**src/usp_pkg.sv**
```systemverilog
// Package: register map, field positions and reset values of the serial unit
package usp_pkg;
  // ************
  // Register map
  // ************
  localparam logic [2:0] ADR_FMT = 3'h0;
  localparam logic [2:0] ADR_CTL = 3'h1;
  localparam logic [2:0] ADR_TXH = 3'h2;
  localparam logic [2:0] ADR_STAT = 3'h3;
  localparam logic [2:0] ADR_RXH = 3'h4;
  localparam logic [2:0] ADR_LINE = 3'h5;
  // *****************************
  // Format register field positions
  // *****************************
  localparam int FMT_STOP2 = 0;
  localparam int FMT_MP = 1;
  localparam int FMT_ODD = 2;
  localparam int FMT_PE = 3;
  localparam int FMT_CHR7 = 4;
  // ******************************
  // Control register field positions
  // ******************************
  localparam int CTL_MPF = 1;
  localparam int CTL_TX_DONE_IRQ_EN = 2;
  localparam int CTL_RE = 4;
  localparam int CTL_TE = 5;
  localparam int CTL_RIE = 6;
  localparam int CTL_TIE = 7;
  // *****************************
  // Status and line register field positions
  // *****************************
  localparam int ST_ADDR_MARK_TX_BIT = 0;
  localparam int ST_MPB = 1;
  localparam int ST_TX_DONE_FLAG = 2;
  localparam int ST_PER = 3;
  localparam int ST_FER = 4;
  localparam int ST_OVERRUN_FLAG = 5;
  localparam int ST_RX_BUFFER_FULL_FLAG = 6;
  localparam int ST_TX_BUFFER_EMPTY_FLAG = 7;
  localparam int LINE_RXD = 0;
  // ************
  // Reset values
  // ************
  localparam logic [4:0] FMT_RST = 5'h00;
  localparam logic [7:0] CTL_RST = 8'h00;
  localparam logic [7:0] BYTE_RST = 8'h00;
  // **************************************
  // Bit timing in ticks of the 16x clock
  // **************************************
  localparam logic [3:0] TICK_LAST = 4'hF;
  localparam logic [3:0] TICK_SAMPLE = 4'h7;
  localparam logic [2:0] LAST_BIT8 = 3'h7;
  localparam logic [2:0] LAST_BIT7 = 3'h6;
  typedef enum logic [2:0] {TX_IDLE, TX_START, TX_DATA, TX_EXTRA, TX_STOP} usp_tx_t;
  typedef enum logic [2:0] {RX_IDLE, RX_START, RX_DATA, RX_EXTRA, RX_STOP} usp_rx_t;
endpackage

```
**src/usp_serial_unit.sv**
```systemverilog
// Serial unit: asynchronous transmitter and receiver with multiprocessor framing
// What this block does
// RL1 - Cleared empty flag means load holding into shifter
// RL2 - After load set empty flag, start, raise irq
// RL3 - Frame starts low, 7/8 data LSB first
// RL4 - Then parity or mark bit, stop bits, idle high
// RL5 - At stop, chain next byte or set done
// RL6 - Multiprocessor format sends address-mark bit
// RL7 - Software disables transmitter, then makes break via port
// RL8 - Receiver syncs on start, shifts LSB first
// RL9 - Check data parity against odd/even select
// RL10 - Stop bit must be one; first only
// RL11 - Clean frame goes to holding, full flag set
// RL12 - Frame while full sets overrun, byte dropped
// RL13 - Parity or framing error flags, byte still stored
// RL14 - Any error flag blocks reception until cleared
// RL15 - Receive full and error interrupts under enable
// RL16 - Software empties holding before next stop bit
// RL17 - DMA write/read clears empty/full flags automatically
// RL18 - Receive pin level readable by software
// RL19 - Send identifier marked, then payload unmarked
// RL20 - Skip frames until marked identifier matches
// RL21 - Multiprocessor formats ignore parity settings
// RL22 - Software writes data, mark bit, clears empty flag
// RL23 - Sync on start edge, sample eighth tick
// RL24 - Transmit disable resets shifter; receive disable keeps flags
// RL25 - Line idles high; format from settings
// RL26 - Received address-mark bit readable as status
`timescale 1ns/1ns
module usp_serial_unit
  import usp_pkg::*;
(
  input wire logic CLK,
  input wire logic RSTN,
  input wire logic TICK16,
  input wire logic [2:0] ADDR,
  input wire logic [7:0] WDATA,
  input wire logic WR,
  input wire logic RD,
  output logic [7:0] RDATA,
  input wire logic DMA_TX_WR,
  input wire logic [7:0] DMA_TX_DATA,
  input wire logic DMA_RX_RD,
  output logic [7:0] DMA_RX_DATA,
  input wire logic RXD,
  output logic TXD,
  output logic TXD_EN,
  output logic TX_EMPTY_IRQ,
  output logic TX_DONE_IRQ,
  output logic RX_FULL_IRQ,
  output logic RX_ERR_IRQ
);
  // ***********
  // State record
  // ***********
  typedef struct packed {
    logic [4:0] fmt;
    logic [7:0] ctl;
    logic [7:0] tx_holding_reg;
    logic [7:0] tx_shift_reg;
    usp_tx_t tx_st;
    logic [3:0] tx_cnt;
    logic [2:0] tx_bit;
    logic tx_x;
    logic tx_buffer_empty_flag;
    logic tx_done_flag;
    logic addr_mark_tx_bit;
    logic txd;
    usp_rx_t rx_st;
    logic [3:0] rx_cnt;
    logic [2:0] rx_bit;
    logic [7:0] rx_shift_reg;
    logic rx_x;
    logic [7:0] rx_holding_reg;
    logic rx_buffer_full_flag;
    logic overrun_flag;
    logic framing_fault_flag;
    logic per;
    logic addr_mark_bit;
    logic rx_s1;
    logic rx_s2;
    logic rx_prev;
    logic [7:0] rdata;
  } usp_state_t;

  usp_state_t s_q;
  usp_state_t s_d;

  function automatic logic [2:0] last_bit(input logic chr7);
    last_bit = chr7 ? LAST_BIT7 : LAST_BIT8;
  endfunction

  function automatic logic [7:0] mask_data(input logic [7:0] d, input logic chr7);
    mask_data = chr7 ? {1'b0, d[6:0]} : d;
  endfunction

  logic te;
  logic re;
  logic mp;
  logic has_x;
  logic errs;
  logic tx_end;
  logic rx_tick;
  logic [7:0] tx_data;
  logic [7:0] rx_data;
  logic stop_ok;
  logic par_bad;

  always_comb begin
    te = s_q.ctl[CTL_TE];
    re = s_q.ctl[CTL_RE];
    mp = s_q.fmt[FMT_MP];
    has_x = mp | s_q.fmt[FMT_PE]; // RL21
    errs = s_q.overrun_flag | s_q.framing_fault_flag | s_q.per;
    tx_end = TICK16 && (s_q.tx_cnt == TICK_LAST);
    rx_tick = TICK16 && (s_q.rx_cnt == TICK_SAMPLE);
    tx_data = mask_data(s_q.tx_holding_reg, s_q.fmt[FMT_CHR7]);
    rx_data = s_q.fmt[FMT_CHR7] ? {1'b0, s_q.rx_shift_reg[7:1]} : s_q.rx_shift_reg;
    stop_ok = s_q.rx_s2; // RL10
    par_bad = (^{rx_data, s_q.rx_x}) != s_q.fmt[FMT_ODD]; // RL9
  end

  always_comb begin
    s_d = s_q;
    // Pin synchroniser; second stage is the only reader of the first
    s_d.rx_s1 = RXD;
    s_d.rx_s2 = s_q.rx_s1;
    s_d.rx_prev = s_q.rx_s2;

    // ********************
    // Register writes
    // ********************
    if (WR) begin
      unique case (ADDR)
        ADR_FMT: s_d.fmt = WDATA[4:0];
        ADR_CTL: s_d.ctl = WDATA;
        ADR_TXH: s_d.tx_holding_reg = WDATA;
        ADR_STAT: begin
          // Flags clear on a written 0, done only through the empty bit; a written 1 leaves them alone
          if (!WDATA[ST_TX_BUFFER_EMPTY_FLAG]) begin
            s_d.tx_buffer_empty_flag = 1'b0;
            s_d.tx_done_flag = 1'b0;
          end
          if (!WDATA[ST_RX_BUFFER_FULL_FLAG]) s_d.rx_buffer_full_flag = 1'b0;
          if (!WDATA[ST_OVERRUN_FLAG]) s_d.overrun_flag = 1'b0; // RL14
          if (!WDATA[ST_FER]) s_d.framing_fault_flag = 1'b0;
          if (!WDATA[ST_PER]) s_d.per = 1'b0;
          s_d.addr_mark_tx_bit = WDATA[ST_ADDR_MARK_TX_BIT]; // RL22
        end
        default: ;
      endcase
    end
    if (DMA_TX_WR) begin
      s_d.tx_holding_reg = DMA_TX_DATA; // RL17
      s_d.tx_buffer_empty_flag = 1'b0; // RL17
      s_d.tx_done_flag = 1'b0;
    end
    if (DMA_RX_RD) s_d.rx_buffer_full_flag = 1'b0; // RL17

    // ********************
    // Register reads
    // ********************
    if (RD) begin
      unique case (ADDR)
        ADR_FMT: s_d.rdata = {3'h0, s_q.fmt};
        ADR_CTL: s_d.rdata = s_q.ctl;
        ADR_TXH: s_d.rdata = s_q.tx_holding_reg;
        ADR_STAT: s_d.rdata = {s_q.tx_buffer_empty_flag, s_q.rx_buffer_full_flag, s_q.overrun_flag, s_q.framing_fault_flag, s_q.per,
                               s_q.tx_done_flag, s_q.addr_mark_bit, s_q.addr_mark_tx_bit}; // RL26
        ADR_RXH: s_d.rdata = s_q.rx_holding_reg;
        ADR_LINE: s_d.rdata = {7'h00, s_q.rx_s2}; // RL18
        default: s_d.rdata = 8'h00;
      endcase
    end

    // ********************
    // Transmitter
    // ********************
    if (TICK16 && s_q.tx_st != TX_IDLE) s_d.tx_cnt = s_q.tx_cnt + 4'h1;
    if (!te) begin
      // Disable drops the frame at once and reports the buffer free
      s_d.tx_st = TX_IDLE; // RL24
      s_d.tx_shift_reg = BYTE_RST; // RL24
      s_d.tx_buffer_empty_flag = 1'b1; // RL24
      s_d.tx_cnt = 4'h0;
    end else begin
      unique case (s_q.tx_st)
        TX_IDLE: begin
          if (!s_q.tx_buffer_empty_flag) begin
            s_d.tx_shift_reg = tx_data; // RL1
            s_d.tx_x = mp ? s_q.addr_mark_tx_bit : (^tx_data) ^ s_q.fmt[FMT_ODD]; // RL6
            s_d.tx_buffer_empty_flag = 1'b1; // RL2
            s_d.tx_done_flag = 1'b0;
            s_d.tx_cnt = 4'h0;
            s_d.tx_st = TX_START;
          end
        end
        TX_START: begin
          if (tx_end) begin
            s_d.tx_bit = 3'h0;
            s_d.tx_st = TX_DATA; // RL3
          end
        end
        TX_DATA: begin
          if (tx_end) begin
            s_d.tx_shift_reg = {1'b0, s_q.tx_shift_reg[7:1]}; // RL3
            s_d.tx_bit = s_q.tx_bit + 3'h1;
            if (s_q.tx_bit == last_bit(s_q.fmt[FMT_CHR7])) begin
              s_d.tx_bit = 3'h0;
              s_d.tx_st = has_x ? TX_EXTRA : TX_STOP; // RL4
            end
          end
        end
        TX_EXTRA: begin
          if (tx_end) begin
            s_d.tx_bit = 3'h0;
            s_d.tx_st = TX_STOP;
          end
        end
        TX_STOP: begin
          if (tx_end) begin
            if (s_q.tx_bit == 3'h0 && s_q.fmt[FMT_STOP2]) begin
              s_d.tx_bit = 3'h1; // RL4
            end else if (!s_q.tx_buffer_empty_flag) begin
              s_d.tx_shift_reg = tx_data; // RL5
              s_d.tx_x = mp ? s_q.addr_mark_tx_bit : (^tx_data) ^ s_q.fmt[FMT_ODD];
              s_d.tx_buffer_empty_flag = 1'b1; // RL2
              s_d.tx_st = TX_START; // RL5
            end else begin
              s_d.tx_done_flag = 1'b1; // RL5
              s_d.tx_st = TX_IDLE;
            end
          end
        end
      endcase
    end
    // Line level registered from the next state
    unique case (s_d.tx_st)
      TX_START: s_d.txd = 1'b0; // RL3
      TX_DATA: s_d.txd = s_d.tx_shift_reg[0];
      TX_EXTRA: s_d.txd = s_d.tx_x; // RL6
      default: s_d.txd = 1'b1; // RL25
    endcase

    // ********************
    // Receiver
    // ********************
    if (TICK16) s_d.rx_cnt = s_q.rx_cnt + 4'h1;
    // Disable stops reception only; flags and holding byte stay
    if (!re) begin
      s_d.rx_st = RX_IDLE; // RL24
    end else begin
      unique case (s_q.rx_st)
        RX_IDLE: begin
          // Errors hold the receiver off until software clears them
          if (!errs && s_q.rx_prev && !s_q.rx_s2) begin
            s_d.rx_cnt = 4'h0; // RL23
            s_d.rx_st = RX_START; // RL8
          end
        end
        RX_START: begin
          if (rx_tick) begin
            // A glitch shorter than half a bit is not a start
            s_d.rx_st = s_q.rx_s2 ? RX_IDLE : RX_DATA;
            s_d.rx_bit = 3'h0;
          end
        end
        RX_DATA: begin
          if (rx_tick) begin
            s_d.rx_shift_reg = {s_q.rx_s2, s_q.rx_shift_reg[7:1]}; // RL8
            s_d.rx_bit = s_q.rx_bit + 3'h1;
            if (s_q.rx_bit == last_bit(s_q.fmt[FMT_CHR7])) begin
              s_d.rx_st = has_x ? RX_EXTRA : RX_STOP;
            end
          end
        end
        RX_EXTRA: begin
          if (rx_tick) begin
            s_d.rx_x = s_q.rx_s2;
            s_d.rx_st = RX_STOP;
          end
        end
        RX_STOP: begin
          if (rx_tick) begin
            // Second stop bit is never waited for
            s_d.rx_st = RX_IDLE; // RL10
            if (!mp) s_d.rx_x = 1'b0;
            if (mp && s_q.ctl[CTL_MPF] && !s_q.rx_x) begin
              // Unmarked frame while skipping: dropped silently
              s_d.rx_st = RX_IDLE; // RL20
            end else if (s_q.rx_buffer_full_flag) begin
              s_d.overrun_flag = 1'b1; // RL12
            end else begin
              s_d.rx_holding_reg = rx_data; // RL11
              s_d.addr_mark_bit = mp & s_q.rx_x; // RL26
              if (mp) s_d.ctl[CTL_MPF] = 1'b0; // RL20
              s_d.framing_fault_flag = !stop_ok; // RL13
              s_d.per = !mp && s_q.fmt[FMT_PE] && par_bad; // RL13
              s_d.rx_buffer_full_flag = stop_ok && !(!mp && s_q.fmt[FMT_PE] && par_bad); // RL11
            end
          end
        end
      endcase
    end
  end

  always_ff @(posedge CLK or negedge RSTN) begin
    if (!RSTN) begin
      s_q <= '0;
      s_q.fmt <= FMT_RST;
      s_q.ctl <= CTL_RST;
      s_q.tx_st <= TX_IDLE;
      s_q.rx_st <= RX_IDLE;
      s_q.tx_buffer_empty_flag <= 1'b1;
      s_q.tx_done_flag <= 1'b1;
      s_q.txd <= 1'b1;
      s_q.rx_s1 <= 1'b1;
      s_q.rx_s2 <= 1'b1;
      s_q.rx_prev <= 1'b1;
    end else begin
      s_q <= s_d;
    end
  end

  // ********************
  // Outputs
  // ********************
  assign RDATA = s_q.rdata;
  assign DMA_RX_DATA = s_q.rx_holding_reg;
  assign TXD = s_q.txd; // RL25
  assign TXD_EN = te; // RL7
  assign TX_EMPTY_IRQ = s_q.ctl[CTL_TIE] & s_q.tx_buffer_empty_flag; // RL2
  assign TX_DONE_IRQ = s_q.ctl[CTL_TX_DONE_IRQ_EN] & s_q.tx_done_flag; // RL5
  assign RX_FULL_IRQ = s_q.ctl[CTL_RIE] & s_q.rx_buffer_full_flag; // RL15
  assign RX_ERR_IRQ = s_q.ctl[CTL_RIE] & errs; // RL15
endmodule

```
**config.mk**
```make
export PLATFORM = sky130hd
export DESIGN_NAME = usp_serial_unit
export DESIGN_NICKNAME = d
export VERILOG_FILES = /design/src/usp_pkg.sv /design/src/usp_serial_unit.sv
export SDC_FILE = /design/constraint.sdc
export NUM_CORES = 1
export LEC_CHECK = 0
export BUFFER_PORTS_ARGS = -buffer_cell sky130_fd_sc_hd__buf_2
export CAP_MARGIN = 10
export CORE_MARGIN = 4
export CORE_UTILIZATION = 35
export CTS_CLUSTER_SIZE = 14
export DETAILED_ROUTE_END_ITERATION = 8
export PLACE_DENSITY = 0.62
export SETUP_SLACK_MARGIN = 0.15
export SLEW_MARGIN = 20
export SYNTH_ARGS = -nofsm -noshare
export SYNTH_HDL_FRONTEND = slang
export SYNTH_SLANG_ARGS = --single-unit
```
**constraint.sdc**
```tcl
create_clock -name CLK -period 2.1 [get_ports CLK]
set_clock_uncertainty 0.15 [all_clocks]
set_input_delay 0 -clock CLK [delete_from_list [all_inputs] [get_ports CLK]]
set_output_delay 0 -clock CLK [all_outputs]
set_load 0.02 [all_outputs]
```
; Word-level counts from Yosys, hierarchy flattened
; Cells that the tools add are included.
[word_totals]
mem_bits_ro = 0
ff_bits = 87
output_inout_bits = 22
mem_count = 0
word_cells = 206
mem_bits_rw = 0
latchBits = 0
[op_classes]
reduce_logical = 40
addsub = 4
multipliers = 0
n_eq_ne = 42
bitwise = 11
div_mod_pow = 0
shifts = 0
order_cmp = 0
muxes = 80
[ops]
columns = op, count
row1 = two-way mux 3 bit, 19
row2 = two-way mux 8 bit, 6
row3 = case mux 8 bit (6 select lines), 1
row4 = two-way mux 11 bit, 4
row5 = inequality test 3 bit (second input constant), 11
row6 = two-way mux 15 bit, 2
row7 = case mux 3 bit (5 select lines), 2
row8 = two-way mux 29 bit, 1
row9 = two-way mux 13 bit, 2
row10 = equality test 3 x 2 -> 1 bit (second input constant), 8
row11 = two-way mux 4 bit, 6
row12 = case mux 8 bit (3 select lines), 1
row13 = two-way mux 1 bit, 21
row14 = AND reduction 6 bit, 3
row15 = inequality test 2 bit (second input constant), 8
row16 = two-way mux 14 bit, 1
row17 = equality test 3 x 1 -> 1 bit (second input constant), 4
row18 = equality test 3 bit (second input constant), 4
row19 = zero test 3 bit, 4
row20 = case mux 3 bit (2 select lines), 2
row21 = logical AND 1 bit, 11
row22 = two-way mux 10 bit, 1
row23 = two-way mux 2 bit, 5
row24 = AND reduction 5 bit, 2
row25 = other kinds (27), 48

; Longest topological paths before layout
; Gate-level depths: netlist (run 1).
[logic_depth]
ltp_word = 11
depth_mapped = 8

; Worst setup path after synthesis (run 1)
; No wires, ideal clock.
[synth_path]
path_kind = reg-to-reg
start = reg s_q[51] (netlist bit)
end = reg s_q[59] (netlist bit)
required_time_ns = 1.872
slack_ns = 0.051
path_buffers = 2
path_stages_with_launch = 9
setup_time_ns = 0.078
t_arrival_ns = 1.820
synth_period_minus_slack_ns = 2.049
cell_sequence = dfrtp_1 ha_1 and4_1 buf_4 nand2_4 o32a_1 or4_1 buf_2 o2bb2ai_1
[synth_between]
elab_chain_cells = 4
word_cells_on_any_way = 5
cone_classes = eq/ne: 3 / reduce/logical: 2
[synth_lines]
columns = element, line_no
row1 = from (decl), usp_serial_unit.sv:86  ; usp_state_t s_q;
row2 = equality test 4 bit (*), usp_serial_unit.sv:115  ; tx_end = TICK16 && (s_q.tx_cnt == TICK_LAST);
row3 = logical AND 1 bit (*), usp_serial_unit.sv:115
row4 = inequality test 3 bit (no source line), -
row5 = AND reduction 6 bit (no source line) (*), -
; Mark *: on every way between the ends. The rest lies on a longest branch, timed or not.
; A chain may end at the register's enable or synchronous reset.

; Final worst setup path (run 1)
[layout_path]
start = reg s_q[52] (netlist bit)
end = reg s_q[64] (netlist bit)
; Same word-level chain as after synthesis.

==> flow_summary.yaml, run 1 <==
global_routing:
  grt_first_pass_wirelength_um: 21400
  grt_max_degree: 43
  track_usage_pct: 16.7
  antenna_found_initial: 1
  grt_overflow_total: 0
  grt_pass1_vias: 4241
finish:
  fin_cells: 758
  finalNetCount: 609
  final_area_mm2: 0.00621
  area_growth_pct: 30.9
  n_antenna_cell: 0
  layout-drive-gt1-share_pct: 31.1
timing:
  fin_crit_sh_pct: 98.1
  worst_slack_ns: 0.0396
  final_hold_viol_count: 0
  fmax_mhz: 485
  rsz0062_at_grt: "true"
  fin_crit_ns: 2.06
  relSlewSlack_pct: 64.0
  fin_tns_setup_ns: 0
  setup_violations: 0
  drv_slew: 0
  worst_slew_pin_slew_ns: 0.540
power_and_ir_drop:
  p_total_mw: 4.72
  seqPwrFrac_pct: 42.2
  p_comb_share_pct: 23.2
  power.internal_mw: 3.31
  switchingPower_mw: 1.41
  peakVddDrop_uv: 338
  p_leak_nw: 2.69
  swShare_pct: 29.9
  powerDensity_mw_per_mm2: 759
  pwr-share-clk_pct: 34.6
cts:
  cts.clk_slew.worst_paths_ns: 0.07
  cts-root-buf: "clkbuf_16"
  numCtsBuffers: 9
  clock_sinks: 87
  clk_path_buf_depth: 2
  cts_tree: "yes"
  clk_latency_ns: 0.33
  htreeDepth: 3
setup_path:
  cp_slowest_stage_delay_ns: 0.49
  worstPathMaxFanout: 6
  endpoint_kind: "flop"
  startpoint_type: "flop"
  slowest_stage: "or4_4"
  crit_required_ns: 2.21
  path_class: "flop to flop"
  path_cells: "ha_2, and4_4, nand2_4, o32a_1, or4_4, o2bb2ai_2"
  worstPathArrival_ns: 2.17
  rr_worst_depth: 6
detailed_routing:
  dr.pass1.iters: 4
  route.detailed.drc: 0
  routed_wirelength_um: 12900
  vias: 4048
  viasPerCell: 5.34
  drt_iter0_drc: 219
  wire_per_inst_um: 17.0
  postRouteAntennaNets: 0
placed_design:
  gp_congestion: 0.876
  place_ws_ns: -0.0786
  placed_cells: 694
  port_buffers: 48
  placed_area_mm2: 0.00528
  detailed_place_hpwl_um: 8880
logic_synthesis:
  syn-num-nets: 504
  synth_compound_area_share_pct: 17.8
  synth_fa_ha_area_share_pct: 1.32
  synthMuxAreaShare_pct: 10.8
  synth-seq-cells: 87
  ys_seq_area_share_pct: 46.0
  async_flop_share_pct: 100
  synth_area_mm2: 0.00475
  synthFlopType: "dfrtp_1"
  synth_cells: 472
  synth_top_family_by_area: "compound AO/OA/AOI/OAI gates"
  synth_area_per_cell_um2: 10.1
  synth_simple_gate_area_share_pct: 13.3
  synthXorXnorAreaFrac_pct: 4.72
  ys_warn_count: 0
  synth_edf_count: 0
  synth_cell_types: 58
floorplan:
  die_w_um: 124
  start_util_pct: 35.8
  fp.dieArea_mm2: 0.0155
  core_mm2: 0.0132
  boundaryPins: 49
  num_rows: 42
  dieHeight_um: 124
job:
  max_cap_violations: 0
hold_path:
  hold_path.class: "primary input to async pin"
outcome:
  status: "finished clean"
kinds of logic after synthesis:
| kind of cell | Yosys count |
|---|---|
| multiplexers | 48 |
| AO/OA/AOI/OAI | 126 |
| AND/OR/NAND/NOR | 128 |
| buffers and inverters | 54 |
| XOR/XNOR | 24 |
| flip-flops | 87 |
| adder cells (fa/ha/maj) | 5 |
flip-flops by register name (all words and copies together), names as in the netlist:
name / flops
TXD: 1
re: 1
DMA_RX_DATA: 8
TXD_EN: 1
s_d: 1
mp: 1
RDATA: 8
s_q: 65
stop_ok: 1
worst paths after layout:
kind	to	slack (ns)	startpoint
max in group asynchronous	TXD	1.12	RSTN
min in group CLK	s_q[51]	0.04	TICK16
setup / recovery	s_q[64]	0.04	s_q[52]
hold reg to reg	stop_ok	0.21	s_d[9]
hold / removal	s_q[29]	0.03	RSTN
setup reg to reg	s_q[64]	0.04	s_q[52]
routing by layer:
metal	wire length (µm)	up-vias	GRT usage (%)
met1	5660	2027	22.1
met4	126	2	4.90
met5	7	-	0
li1	-	1905	-
met3	584	14	2.53
met2	6500	100	28.5
cell usage in the layout (no fill, tap or decap), types with 8 or more instances in the layout:
cell type / synthesis / final
a21oi_1: 24 / 23
a22oi_1: 17 / 17
buf_2: 5 / 48
buf_4: 18 / 49
clkbuf_16: 0 / 9
dfrtp_1: 81 / 79
dlygate4sd3_1: 0 / 37
inv_1: 12 / 11
mux2_2: 24 / 24
mux2i_1: 24 / 24
nand2_1: 31 / 31
nand3_1: 10 / 8
nor2_1: 42 / 40
o21a_1: 9 / 9
o21ai_0: 31 / 30
xnor2_1: 16 / 16
through the flow:
step / hold WS, ns / util, %
2_1_floorplan: -0.446 / -
3_3_place_gp: -0.127 / 39.9
3_5_place_dp: -0.125 / 39.9
4_1_cts: 0.0293 / 46.2
5_1_grt: 0.0398 / 46.9
6_report: 0.0340 / 46.9
synth_stat cells (3+ instances only):
master / instances / area share [%]
dfrtp_1: 81 / 43
nor2_1: 42 / 3.3
nand2_1: 31 / 2.5
o21ai_0: 31 / 3.3
a21oi_1: 24 / 2.5
mux2_2: 24 / 5.7
mux2i_1: 24 / 5.1
buf_4: 18 / 2.8
a22oi_1: 17 / 2.7
clkbuf_1: 16 / 1.3
xnor2_1: 16 / 3.0
inv_1: 12 / 0.95
nand3_1: 10 / 1.1
o21a_1: 9 / 1.4
and2_1: 8 / 1.1
nor3_1: 8 / 0.84
xor2_1: 7 / 1.3
dfstp_2: 6 / 3.3
o221ai_1: 6 / 1.1
o2bb2ai_1: 6 / 1.1
buf_2: 5 / 0.53
ha_1: 5 / 1.3
nor2b_1: 5 / 0.66
nand2b_1: 4 / 0.53
o31ai_1: 4 / 0.63
a31oi_1: 3 / 0.40
and3_1: 3 / 0.40
nand4_1: 3 / 0.40
o21ai_1: 3 / 0.32
o31a_1: 3 / 0.55
repair_timing:
item                                    in CTS  in global routing
cloned                                       1                  1
endpoints found under the setup margin      23                 26
setup buffers                                5                  4
endpoints found under the hold margin      123                  0
hold buffers                                37                  0
resized for setup                           27                 14
pin swaps                                   10                  8
power by group through the flow:
stage | logic (mW) | registers [mW] | clock network [mW]
after global placement | 0.924 | 2.00 | 0
after floorplan | 0.612 | 1.98 | 0
final | 1.10 | 1.99 | 1.63
after CTS | 1.05 | 1.98 | 1.66
after detailed placement | 0.942 | 2.00 | 0
after global routing | 1.20 | 2.01 | 1.74
worst max-delay path, delay by kind of cell (launching register included):
kind	cells	cell delay [ns]
AOI/OAI and AO/OA	2	0.47
and+or+nand+nor	3	0.80
adders and majority gates	1	0.20
DFF	1	0.37
area by class of cell:
class	instances	area, µm²
Timing Repair Buffer	136	1010
Inverter	12	45.0
Tap cell	176	220
Multi-Input combinational cell	331	2450
Sequential cell	87	2190
Clock buffer	9	225
Fill cell	1239	7030
Clock inverter	7	77.6
(Power assumes the default switching activity.)
==> run 2: changes to the inputs <==
--- a/config.mk
+++ b/config.mk
@@ -8,10 +8,10 @@
 export BUFFER_PORTS_ARGS = -buffer_cell sky130_fd_sc_hd__buf_2
 export CAP_MARGIN = 10
 export CORE_MARGIN = 4
-export CORE_UTILIZATION = 35
+export CORE_UTILIZATION = 45
 export CTS_CLUSTER_SIZE = 14
 export DETAILED_ROUTE_END_ITERATION = 8
-export PLACE_DENSITY = 0.62
+export PLACE_DENSITY = 0.74
 export SETUP_SLACK_MARGIN = 0.15
 export SLEW_MARGIN = 20
 export SYNTH_ARGS = -nofsm -noshare
==> constraint.sdc (replaced) <==
create_clock -name CLK -period 2.1 [get_ports CLK]
set_clock_uncertainty 0.15 [all_clocks]
set_input_delay 0.105 -clock CLK [delete_from_list [all_inputs] [get_ports CLK]]
set_output_delay 0.105 -clock CLK [all_outputs]
set_load 0.02 [all_outputs]
==> flow_summary.yaml, run 2 (synthesis results as in run 1) <==
power_and_ir_drop:
  p_leak_nw: 2.66
  powerDensity_mw_per_mm2: 703
  p_total_mw: 4.29
  peakVddDrop_uv: 604
floorplan:
  dieHeight_um: 111
  num_rows: 37
  fp.dieArea_mm2: 0.0123
  core_mm2: 0.0103
  start_util_pct: 46.2
  die_w_um: 111
  boundaryPins: 49
placed_design:
  place_ws_ns: -0.0705
  gp_congestion: 0.892
  port_buffers: 48
  detailed_place_hpwl_um: 8440
global_routing:
  grt_first_pass_wirelength_um: 20500
  antenna_found_initial: 0
  grt_overflow_total: 0
  track_usage_pct: 20.5
  grt_pass1_vias: 4112
  grt_max_degree: 40
timing:
  final_hold_viol_count: 0
  fin_tns_setup_ns: 0
  fin_crit_sh_pct: 99.3
  worst_slack_ns: 0.0154
  fmax_mhz: 480
  worst_slew_pin_slew_ns: 0.529
  relSlewSlack_pct: 64.7
  drv_slew: 0
  rsz0062_at_grt: "true"
  setup_violations: 0
  fin_crit_ns: 2.08
  hold-worst-slack_ns: 0.0354
detailed_routing:
  postRouteAntennaNets: 0
  drt_iter0_drc: 297
  vias: 4074
  wire_per_inst_um: 17.6
  route.detailed.drc: 0
  routed_wirelength_um: 12600
  viasPerCell: 5.67
  dr.pass1.iters: 7
hold_path:
  hold_depth: 2
  hold_path.class: "primary input to flop"
setup_path:
  rr_worst_depth: 6
  path_class: "flop to flop"
  worstPathMaxFanout: 6
  worstPathArrival_ns: 2.24
  crit_required_ns: 2.25
  endpoint_kind: "flop"
  startpoint_type: "flop"
finish:
  n_antenna_cell: 0
  final_cell_mix: "76 x dfrtp_1, 48 x buf_4, 47 x buf_2"
  fillers: 854
  largest_reg_flops: 65
  finalNetCount: 609
  largest-register: "s_q"
  final_common_cell: "dfrtp_1"
  area_growth_pct: 28.6
  layout-drive-gt1-share_pct: 32.6
cts:
  clk_latency_ns: 0.38
  clk_path_buf_depth: 2
  htreeDepth: 3
  numCtsBuffers: 9
  cts-root-buf: "clkbuf_8"
  cts.clk_slew.worst_paths_ns: 0.10
  cts_tree: "yes"
  clock_sinks: 87
outcome:
  status: "finished clean"
job:
  max_cap_violations: 0
[run 2: cell types whose count changed in the layout (fill, tap and decap cells not counted), moves of 2 or more]
cell       delta
dfrtp_1       -3
xnor2_1       -3
dfrtp_2       +3
clkbuf_8      +9
inv_6         -3
xnor2_2       +3
inv_8         +3
buf_6         +2
clkbuf_16     -9
[run 2: critical path, cell delays in order, from the launching register on]
cell and delay, ns:
dfrtp_1 0.38, ha_2 0.19, and4_4 0.26, nand2_4 0.06, o32a_1 0.31, or4_4 0.50
o2bb2ai_2 0.17
[run 2: path summary, 6_finish.rpt]
kind                                start      end  slack (ns)
worst max-delay path              s_q[52]  s_q[63]        0.02
worst min-delay path            DMA_TX_WR  s_q[67]        0.04
worst max register to register    s_q[52]  s_q[63]        0.02
worst min register to register     s_d[9]  stop_ok        0.21
max in group asynchronous            RSTN  s_q[45]        1.07
min in group asynchronous            RSTN  s_q[55]        0.09
[run 2: layout make-up]
class,instances,area (µm²),share of cell area (%)
Multi-Input combinational cell,331,2480,40.7
Sequential cell,87,2190,35.9
Timing Repair Buffer,136,1020,16.7
Tap cell,136,170,2.79
Clock buffer,9,124,2.03
Clock inverter,7,75.1,1.23
Inverter,12,45.0,0.738
[run 2: metal layers]
metal | vias to the layer above | track usage (%) | wire (µm) | share of wire, %
li1 | 1900 | - | - | -
met1 | 2023 | 26.8 | 5470 | 43
met2 | 125 | 34.1 | 6210 | 49
met3 | 26 | 5.02 | 673 | 5.3
met4 | 0 | 5.42 | 245 | 1.9
met5 | - | 0 | 0 | 0
[run 2: power by group]
group          internal (mW)  leakage (nW)  switching (mW)  total [mW]
combinational          0.542          1.47           0.586        1.13
sequential              1.84          1.09           0.139        1.98
clock                  0.470        0.0985           0.709        1.18
[run 2: repair_timing]
item,in CTS,in global routing
setup buffers,5,10
endpoints found under the setup margin,26,36
cloned,0,1
pin swaps,7,11
resized for setup,23,27
hold buffers,36,0
hold endpoints to repair,104,0
[run 2: through the flow]
step                cell area (µm²)  instances  util, %
floorplan                      4750        472        -
global placement               5200        650     50.6
detailed placement             5200        650     50.6
finish                         6100        718     59.4
CTS                            5910        707     57.5
global route                   6100        718     59.4
